### config.mk
export PLATFORM = sky130hd
export DESIGN_NAME = pwc_top
export DESIGN_NICKNAME = d
export VERILOG_FILES = /design/src/logic/pwc_pkg.sv /design/src/logic/pwc_tmr_if.sv /design/src/logic/pwc_sync.sv /design/src/logic/pwc_pulse_timer.sv /design/src/logic/pwc_top.sv
export VERILOG_INCLUDE_DIRS = /design/src /design/src/logic
export SDC_FILE = /design/constraint.sdc
export NUM_CORES = 1
export LEC_CHECK = 0
export BUFFER_PORTS_ARGS = -buffer_cell sky130_fd_sc_hd__buf_2
export CAP_MARGIN = 10
export CORE_ASPECT_RATIO = 0.7
export CORE_MARGIN = 2
export CORE_UTILIZATION = 52
export CTS_BUF_LIST = sky130_fd_sc_hd__clkbuf_2
export DETAILED_ROUTE_END_ITERATION = 8
export GPL_TIMING_DRIVEN = 0
export PLACE_DENSITY = 0.81
export SYNTH_ARGS = -nofsm -noshare
export SYNTH_HDL_FRONTEND = slang
export SYNTH_SLANG_ARGS = --single-unit
### constraint.sdc
create_clock -name clk -period 2.75 [get_ports clk]
set_clock_uncertainty 0.1 [all_clocks]
set_input_delay 0.55 -clock clk [delete_from_list [all_inputs] [get_ports clk]]
set_output_delay 0.55 -clock clk [all_outputs]
set_load 0.005 [all_outputs]
### src/logic/pwc_consts.svh
/*
 * Constants of the power and wake control register block: the register
 * offset, field positions, reset values and the wake pulse timing.
 * Assumes it is included by bare name by every design file that needs it.
 */
//
// Contract
// - word at 084h, always readable, even not ready
// - energy status bits 17/16 set, write-one clear
// - energy status stays set while phy event holds
// - energy enable drives pin per enable and mode
// - energy enable also raises wake interrupt
// - bit 10 resets virtual phy, self clears
// - writes to bit 10 ignored while high
// - bit 6 selects open-drain or push-pull
// - open-drain ignores polarity, active low
// - bit 5 net wake status, source-held clear
// - bit 3 zero pulses 50ms, one static
// - pin drops when status or enable cleared
// - bit 2 polarity in push-pull mode
// - immune fields survive soft reset
// - bit 1 enables pin, not interrupt
// - bit 0 shows device ready
//

`ifndef PWC_CONSTS_SVH
`define PWC_CONSTS_SVH

`define PWC_ADDR_W 12
`define PWC_OFF_POWER_WAKE_CONTROL 12'h084
`define PWC_WORD_ZERO 32'h0000_0000

`define PWC_BIT_ED_STS_P2 17
`define PWC_BIT_ED_STS_P1 16
`define PWC_BIT_ED_EN_P2 15
`define PWC_BIT_ED_EN_P1 14
`define PWC_BIT_VIRTUAL_PHY_RESET 10
`define PWC_BIT_NET_WAKE_EN 9
`define PWC_BIT_BUF_TYPE 6
`define PWC_BIT_NET_WAKE_STS 5
`define PWC_BIT_IND_MODE 3
`define PWC_BIT_POLARITY 2
`define PWC_BIT_PIN_EN 1
`define PWC_BIT_READY 0

`define PWC_RST_BIT 1'b0

`define PWC_CLK_MHZ 200
`define PWC_PULSE_MS 50
`define PWC_PULSE_CYCLES (`PWC_PULSE_MS * `PWC_CLK_MHZ * 1000)
`define PWC_CNT_W 24
`define PWC_CNT_ZERO 24'h00_0000

`endif

### src/logic/pwc_pkg.sv
/*
 * Types shared by the power and wake control block.
 * Assumes nothing beyond a SystemVerilog compiler.
 */
package pwc_pkg;
	typedef logic [31:0] pwc_word_t;
	// indication mode encoding follows the field's value list
	typedef enum logic {PWC_IND_PULSE, PWC_IND_STATIC} pwc_ind_t;
	typedef enum logic {PWC_T_IDLE, PWC_T_RUN} pwc_tmr_state_t;
endpackage

### src/logic/pwc_tmr_if.sv
/*
 * Carrier between the register block and its wake pulse timer.
 * Assumes both ends share one clock.
 */
`timescale 1ns/1ps
interface pwc_tmr_if;
	logic start;
	logic cancel;
	logic busy;
	modport ctrl (output start, output cancel, input busy);
	modport tmr (input start, input cancel, output busy);
endinterface

### src/logic/pwc_sync.sv
/*
 * Two flip-flop synchroniser for the three wake event levels.
 * Assumes the inputs are slow levels from other domains.
 */
`timescale 1ns/1ps
`include "pwc_consts.svh"
module pwc_sync (
	input wire logic clk,
	input wire logic sys_rst,
	input wire logic [2:0] d,
	output logic [2:0] q
);
	logic [2:0] meta_q;

	always_ff @(posedge clk or posedge sys_rst) begin
		if (sys_rst) begin
			meta_q <= 3'h0;
			q <= 3'h0;
		end else begin
			meta_q <= d;
			q <= meta_q;
		end
	end
endmodule // pwc_sync

### src/logic/pwc_pulse_timer.sv
/*
 * Wake pin pulse timer: counts system clocks for the pulse length.
 * Assumes start is a one-clock request and cancel a level, both from the same domain.
 */
`timescale 1ns/1ps
`include "pwc_consts.svh"
module pwc_pulse_timer #(
	parameter int unsigned CYCLES = `PWC_PULSE_CYCLES
) (
	input wire logic clk,
	input wire logic sys_rst,
	pwc_tmr_if.tmr t
);
	import pwc_pkg::*;

	pwc_tmr_state_t state_q;
	logic [`PWC_CNT_W-1:0] cnt_q;

	assign t.busy = (state_q == PWC_T_RUN);

	// a new start restarts the full length; cancel wins over start
	always_ff @(posedge clk or posedge sys_rst) begin
		if (sys_rst) begin
			state_q <= PWC_T_IDLE;
			cnt_q <= `PWC_CNT_ZERO;
		end else begin
			case (state_q)
			PWC_T_IDLE: begin
				if (t.start && !t.cancel) begin
					state_q <= PWC_T_RUN;
					cnt_q <= `PWC_CNT_W'(CYCLES - 1);
				end
			end
			PWC_T_RUN: begin
				if (t.cancel) begin
					state_q <= PWC_T_IDLE;
				end else if (t.start) begin
					cnt_q <= `PWC_CNT_W'(CYCLES - 1);
				end else if (cnt_q == `PWC_CNT_ZERO) begin
					state_q <= PWC_T_IDLE;
				end else begin
					cnt_q <= cnt_q - `PWC_CNT_W'(1);
				end
			end
			default: state_q <= PWC_T_IDLE;
			endcase
		end
	end
endmodule // pwc_pulse_timer

### src/logic/pwc_top.sv
/*
 * Power and wake control register with energy-detect and network wake
 * status, per-source enables, the wake event pin driver and the
 * self-clearing virtual phy reset.
 * Assumes: event inputs are levels from other domains that stay high
 * until the source clears them; device_ready, vphy_released and
 * soft_rst come from logic on clk; the pad resolves pin level from
 * wake_pin_o and wake_pin_oe.
 */
`timescale 1ns/1ps
`include "pwc_consts.svh"
module pwc_top #(
	parameter int unsigned PULSE_CYCLES = `PWC_PULSE_CYCLES
) (
	input wire logic clk,
	input wire logic sys_rst,
	input wire logic soft_rst,
	input wire logic [`PWC_ADDR_W-1:0] reg_addr,
	input wire pwc_pkg::pwc_word_t reg_wdata,
	input wire logic reg_wr,
	input wire logic reg_rd,
	output pwc_pkg::pwc_word_t reg_rdata,
	input wire logic phy1_energy_event,
	input wire logic phy2_energy_event,
	input wire logic mac_wake_event,
	input wire logic device_ready,
	input wire logic vphy_released,
	output logic vphy_reset,
	output logic wake_pin_o,
	output logic wake_pin_oe,
	output logic wake_int_set
);
	import pwc_pkg::*;

	////////////////////////////////////////////////////////////////////
	// helpers

	// a write-one clear cannot beat a source that still holds its event
	function automatic logic sticky_next(
		input logic cur,
		input logic src,
		input logic clr
	);
		sticky_next = src | (cur & ~clr);
	endfunction

	function automatic logic wbit(
		input pwc_word_t w,
		input int unsigned pos
	);
		wbit = w[pos];
	endfunction

	////////////////////////////////////////////////////////////////////
	// event synchronisers

	logic [2:0] ev_raw;
	logic [2:0] ev_s;
	logic ev_p2;
	logic ev_p1;
	logic ev_net;

	assign ev_raw = {phy2_energy_event, phy1_energy_event, mac_wake_event};

	pwc_sync u_sync (
		.clk (clk),
		.sys_rst (sys_rst),
		.d (ev_raw),
		.q (ev_s)
	);

	assign ev_p2 = ev_s[2];
	assign ev_p1 = ev_s[1];
	assign ev_net = ev_s[0];

	////////////////////////////////////////////////////////////////////
	// register decode

	logic wr_hit;
	logic rd_hit;

	// only one word is mapped; it never depends on readiness
	always_comb begin
		wr_hit = 1'b0;
		rd_hit = 1'b0;
		if (reg_addr == `PWC_OFF_POWER_WAKE_CONTROL) begin
			wr_hit = reg_wr;
			rd_hit = reg_rd;
		end
	end

	////////////////////////////////////////////////////////////////////
	// status bits

	logic ed_sts_p2_q;
	logic ed_sts_p1_q;
	logic net_wake_sts_q;
	logic clr_p2;
	logic clr_p1;
	logic clr_net;

	assign clr_p2 = wr_hit & wbit(reg_wdata, `PWC_BIT_ED_STS_P2);
	assign clr_p1 = wr_hit & wbit(reg_wdata, `PWC_BIT_ED_STS_P1);
	assign clr_net = wr_hit & wbit(reg_wdata, `PWC_BIT_NET_WAKE_STS);

	always_ff @(posedge clk or posedge sys_rst) begin
		if (sys_rst) begin
			ed_sts_p2_q <= `PWC_RST_BIT;
			ed_sts_p1_q <= `PWC_RST_BIT;
			net_wake_sts_q <= `PWC_RST_BIT;
		end else if (soft_rst) begin
			ed_sts_p2_q <= `PWC_RST_BIT;
			ed_sts_p1_q <= `PWC_RST_BIT;
			net_wake_sts_q <= `PWC_RST_BIT;
		end else begin
			ed_sts_p2_q <= sticky_next(ed_sts_p2_q, ev_p2, clr_p2);
			ed_sts_p1_q <= sticky_next(ed_sts_p1_q, ev_p1, clr_p1);
			net_wake_sts_q <= sticky_next(net_wake_sts_q, ev_net, clr_net);
		end
	end

	////////////////////////////////////////////////////////////////////
	// enables and mode bits cleared by soft reset

	logic ed_en_p2_q;
	logic ed_en_p1_q;
	logic net_wake_en_q;
	pwc_ind_t ind_mode_q;
	logic pin_en_q;

	always_ff @(posedge clk or posedge sys_rst) begin
		if (sys_rst) begin
			ed_en_p2_q <= `PWC_RST_BIT;
			ed_en_p1_q <= `PWC_RST_BIT;
			net_wake_en_q <= `PWC_RST_BIT;
			ind_mode_q <= PWC_IND_PULSE;
			pin_en_q <= `PWC_RST_BIT;
		end else if (soft_rst) begin
			ed_en_p2_q <= `PWC_RST_BIT;
			ed_en_p1_q <= `PWC_RST_BIT;
			net_wake_en_q <= `PWC_RST_BIT;
			ind_mode_q <= PWC_IND_PULSE;
			pin_en_q <= `PWC_RST_BIT;
		end else if (wr_hit) begin
			ed_en_p2_q <= wbit(reg_wdata, `PWC_BIT_ED_EN_P2);
			ed_en_p1_q <= wbit(reg_wdata, `PWC_BIT_ED_EN_P1);
			net_wake_en_q <= wbit(reg_wdata, `PWC_BIT_NET_WAKE_EN);
			ind_mode_q <= pwc_ind_t'(wbit(reg_wdata, `PWC_BIT_IND_MODE));
			pin_en_q <= wbit(reg_wdata, `PWC_BIT_PIN_EN);
		end
	end

	////////////////////////////////////////////////////////////////////
	// pin buffer type and polarity, kept over soft reset

	logic buf_push_pull_q;
	logic polarity_high_q;

	always_ff @(posedge clk or posedge sys_rst) begin
		if (sys_rst) begin
			buf_push_pull_q <= `PWC_RST_BIT;
			polarity_high_q <= `PWC_RST_BIT;
		end else if (wr_hit) begin
			// soft_rst deliberately not looked at here
			buf_push_pull_q <= wbit(reg_wdata, `PWC_BIT_BUF_TYPE);
			polarity_high_q <= wbit(reg_wdata, `PWC_BIT_POLARITY);
		end
	end

	////////////////////////////////////////////////////////////////////
	// virtual phy reset

	logic virtual_phy_reset_q;

	always_ff @(posedge clk or posedge sys_rst) begin
		if (sys_rst) begin
			virtual_phy_reset_q <= `PWC_RST_BIT;
		end else if (soft_rst) begin
			virtual_phy_reset_q <= `PWC_RST_BIT;
		end else if (virtual_phy_reset_q) begin
			// writes are ignored until the phy reports release
			if (vphy_released) begin
				virtual_phy_reset_q <= `PWC_RST_BIT;
			end
		end else if (wr_hit && wbit(reg_wdata, `PWC_BIT_VIRTUAL_PHY_RESET)) begin
			virtual_phy_reset_q <= 1'b1;
		end
	end

	assign vphy_reset = virtual_phy_reset_q;

	////////////////////////////////////////////////////////////////////
	// wake source arming and interrupt

	logic [2:0] armed;
	logic [2:0] armed_prev_q;
	logic trig;
	logic cond;
	logic int_set_q;

	// a source drives the pin only while its status and enable both hold
	assign armed = {ed_sts_p2_q & ed_en_p2_q,
		ed_sts_p1_q & ed_en_p1_q,
		net_wake_sts_q & net_wake_en_q};
	assign trig = |(armed & ~armed_prev_q);
	assign cond = |armed;

	always_ff @(posedge clk or posedge sys_rst) begin
		if (sys_rst) begin
			armed_prev_q <= 3'h0;
		end else begin
			armed_prev_q <= armed;
		end
	end

	// the interrupt request ignores the pin enable
	always_ff @(posedge clk or posedge sys_rst) begin
		if (sys_rst) begin
			int_set_q <= `PWC_RST_BIT;
		end else begin
			int_set_q <= trig;
		end
	end

	assign wake_int_set = int_set_q;

	////////////////////////////////////////////////////////////////////
	// pulse timer

	pwc_tmr_if tmr ();

	assign tmr.start = trig & pin_en_q & (ind_mode_q == PWC_IND_PULSE);
	assign tmr.cancel = ~cond | ~pin_en_q;

	pwc_pulse_timer #(
		.CYCLES (PULSE_CYCLES)
	) u_timer (
		.clk (clk),
		.sys_rst (sys_rst),
		.t (tmr)
	);

	////////////////////////////////////////////////////////////////////
	// wake pin driver

	logic pin_active;
	logic pin_o_q;
	logic pin_oe_q;

	always_comb begin
		pin_active = 1'b0;
		if (pin_en_q && cond) begin
			if (ind_mode_q == PWC_IND_STATIC) begin
				pin_active = 1'b1;
			end else begin
				pin_active = tmr.busy;
			end
		end
	end

	// open-drain pulls low when active and floats otherwise
	always_ff @(posedge clk or posedge sys_rst) begin
		if (sys_rst) begin
			pin_o_q <= `PWC_RST_BIT;
			pin_oe_q <= `PWC_RST_BIT;
		end else if (buf_push_pull_q) begin
			pin_o_q <= polarity_high_q ? pin_active : ~pin_active;
			pin_oe_q <= 1'b1;
		end else begin
			pin_o_q <= 1'b0;
			pin_oe_q <= pin_active;
		end
	end

	assign wake_pin_o = pin_o_q;
	assign wake_pin_oe = pin_oe_q;

	////////////////////////////////////////////////////////////////////
	// read back

	pwc_word_t rd_word;
	pwc_word_t rdata_q;

	always_comb begin
		rd_word = `PWC_WORD_ZERO;
		rd_word[`PWC_BIT_ED_STS_P2] = ed_sts_p2_q;
		rd_word[`PWC_BIT_ED_STS_P1] = ed_sts_p1_q;
		rd_word[`PWC_BIT_ED_EN_P2] = ed_en_p2_q;
		rd_word[`PWC_BIT_ED_EN_P1] = ed_en_p1_q;
		rd_word[`PWC_BIT_VIRTUAL_PHY_RESET] = virtual_phy_reset_q;
		rd_word[`PWC_BIT_NET_WAKE_EN] = net_wake_en_q;
		rd_word[`PWC_BIT_BUF_TYPE] = buf_push_pull_q;
		rd_word[`PWC_BIT_NET_WAKE_STS] = net_wake_sts_q;
		rd_word[`PWC_BIT_IND_MODE] = logic'(ind_mode_q);
		rd_word[`PWC_BIT_POLARITY] = polarity_high_q;
		rd_word[`PWC_BIT_PIN_EN] = pin_en_q;
		rd_word[`PWC_BIT_READY] = device_ready;
	end

	// unmapped reads and idle cycles return zero
	always_ff @(posedge clk or posedge sys_rst) begin
		if (sys_rst) begin
			rdata_q <= `PWC_WORD_ZERO;
		end else if (rd_hit) begin
			rdata_q <= rd_word;
		end else begin
			rdata_q <= `PWC_WORD_ZERO;
		end
	end

	assign reg_rdata = rdata_q;

endmodule // pwc_top

==> reports/qor.csv <==
metric,value,unit
Max Buffers Root-to-Sink,2,
worst vdd ir,309,µV
H-tree levels,3,
Hold Crit Depth,1,
wire length per cell,12.9,µm
Hold Crit Class,in -> reg,
Initial Utilization,53.2,%
Iter 0 DRT Violations,110,
CP arrival,2670,ps
CP Class,reg -> reg,
most common cell in the netlist,dfrtp_1,
maximum clock frequency,423,MHz
"critical path, cell by cell",or4_4 -> nor2_2 -> nand4_1 -> clkbuf_1 -> or4_1 -> nand3_1,
#FFs+latches synth,60,
library cells used by synthesis,44,
die height,64.9,µm
first-pass GRT wire length,9180,µm
Syn Area/Cell,11.0,µm²
crit-path max cell delay,580,ps
width of the chip,91.0,µm
Fin. Hold Viols,0,
setup_tns,0,ps
cell area power density,471,nW/µm²
detailed-route DRC error count,0,
number of global-route vias before repair,1927,
GRT Total Usage,20.1,%
Total Wirelength,5300,µm
FF-to-FF path depth,6,
Mapped Cells,251,
"area leader, netlist",dfrtp_1,
critical path's slowest cell,or4_4,
max-slew violations,0,
hold_sp,phy2_energy_event,
Detail Placement HPWL,3910,µm
Post-Syn Area,2750,µm²
vias per inst,5.00,
core area,5170,µm²
Overflow after GRT,0,
Final Power,1.58,mW
Antenna Cells,0,
sequential area share after synthesis,54.5,%
Top delay family on crit path,simple AND/OR/NAND/NOR gates,
RePlAce Congestion,0.822,
area grow syn2layout,21.8,%
critical path startpoint category,register,
die area,5900,µm²
synth top area cells,"dfrtp_1 (55%), buf_4 (5.5%), and2_1 (3.2%)",
RSZ-0062 raised after global routing,no,
Worst Max-Slew Pin Slew,801,ps
pin count of the biggest net entering global routing,37,
clk root buf,clkbuf_2,
TritonCTS clock tree,yes,
"antenna viol nets, final",0,
Post-synth top cells,"dfrtp_1 (60), buf_4 (20), nand2_1 (18), nor2_1 (16), and2_1 (14)",
Tmin final,2360,ps
# rows,22,
leak pwr,1.76,nW
Crit path buffers/inverters,1,
fillers,426,
Sink Count,60,
Max-slew headroom,46.6,%
number of antenna violations at the first check in global routing,0,
Post-synth EDFFs,0,
status,"finished, final reports clean",
Worst R2R End,u_timer.cnt_q[19]$_DFFE_PP0P_,
vias,2059,
Num CTS Buffers,9,
layout cells sized above 1,29.7,%
NumNets Final,391,
# IOs,90,
fraction of registers with async set/reset,100,%
ys flop type,dfrtp_1,
Clock transition at path regs,150,ps
RR Startpoint,u_timer.cnt_q[10]$_DFFE_PP0P_,
crit path capture type,register,
Max-Cap Viols,0,
R2R Setup Slk,390,ps
Worst-Skew Late Latency,470,ps
Synth top area share,54.5,%
Synth Warn #,0,
Final period util,85.9,%
Buffers on Ports,47,
Required @ worst endpoint,3050,ps
"Setup violations, final",0,
hold worst-path end,u_sync.meta_q[2]$_DFF_PP0_,
drt pass-1 iters,4,
worst-path fanout max,10,
worst register-to-register path, delay by kind of cell, from the launching register on:
kind / cells / cell delay (ps)
flip-flops: 1 / 440
buffers and inverters: 1 / 250
AND/OR/NAND/NOR: 5 / 1520
worst max-delay path by stage:
stage / startpoint / to / slack [ps] / cells past startpoint
final: u_timer.cnt_q[10]$_DFFE_PP0P_ / u_timer.cnt_q[19]$_DFFE_PP0P_ / 390 / 6
after global routing: net_wake_sts_q$_DFF_PP0_ / u_timer.cnt_q[21]$_DFFE_PP0P_ / 200 / 6
after CTS: u_timer.cnt_q[0]$_DFFE_PP0P_ / u_timer.cnt_q[13]$_DFFE_PP0P_ / 120 / 8
after detailed placement: u_timer.cnt_q[0]$_DFFE_PP0P_ / u_timer.cnt_q[13]$_DFFE_PP0P_ / 170 / 8
after global placement: sys_rst / u_sync.meta_q[2]$_DFF_PP0_ / -90 / 2
after floorplan: u_timer.cnt_q[2]$_DFFE_PP0P_ / u_timer.cnt_q[15]$_DFFE_PP0P_ / 550 / 6
report_power, final:
| group | internal, mW | leakage [nW] | total (mW) | switching [mW] |
|---|---|---|---|---|
| Clock | 0.298 | 0.0831 | 0.604 | 0.306 |
| Combinational | 0.0419 | 0.854 | 0.0803 | 0.0383 |
| Sequential | 0.890 | 0.820 | 0.895 | 0.00499 |
| Total | 1.23 | 1.76 | 1.58 | 0.350 |
repair_timing:
action | in CTS | in global routing
setup endpoints to repair | 0 | 6
buffers inserted | 0 | 3
endpoints found under the hold margin | 24 | 1
hold buffers | 1 | 1
gates resized for setup | 0 | 1
cell type report:
class                   count  area (µm²)  area share, %
clock inverters             6        78.8           2.35
repair buffers             54         305           9.10
clock buffers              10        50.0           1.49
plain buffers              26         174           5.19
inverters                   6        22.5          0.672
multi-input cells         178        1130           33.7
well taps                  72        90.1           2.69
flip-flops and latches     60        1500           44.8
registers in the layout (all words and copies together) (netlist names), 3 cells and up:
register / flops
u_sync.q: 3
armed_prev_q: 3
u_sync.meta_q: 3
reg_rdata: 12
u_timer.cnt_q: 24
cells by family (layout without fill, tap and decap cells):
kind of cell	after synthesis	after routing	synth area share [%]
muxes	7	7	2.64
DFF	60	60	54.5
adders and majority gates	2	2	0.909
other	1	20	0.136
buffers and inverters	32	102	7.14
AOI/OAI and AO/OA	37	37	9.50
and+or+nand+nor	100	100	21.3
xor gates and xnor gates	12	12	3.82
cell usage in the layout (no fill, tap or decap), types with 6 or more instances in the layout:
master	Yosys	layout
a21oi_1	12	12
and2_1	14	14
buf_2	1	48
buf_4	20	23
clkbuf_2	0	10
conb_1	1	20
dfrtp_1	60	60
nand2_1	18	18
nor2_1	16	16
o21ai_0	6	6
o31ai_1	6	6
or3_1	8	8
or4_1	8	8
xnor2_1	6	6
xor2_1	6	6
routing by layer:
metal | track usage, % | vias up | part of all wire, % | wire (µm)
met2 | 30.7 | 54 | 46 | 2420
met5 | 0 | - | 0 | 0
li1 | - | 1021 | - | -
met3 | 6.28 | 7 | 5.8 | 307
met1 | 27.3 | 977 | 47 | 2510
met4 | 7.20 | 0 | 0.94 | 50
metrics by stage:
step,setup slack (ps),area [µm²],utilization [%],hold slack [ps],cells
floorplan,549,2820,-,231,270
detailed placement,170,3170,61.2,240,390
finish,387,3350,64.8,80.7,412
CTS,123,3310,63.9,35.0,407
global placement,-89.5,3150,60.9,231,389
global route,201,3350,64.8,3.70,412
(Power assumes the default switching activity.)
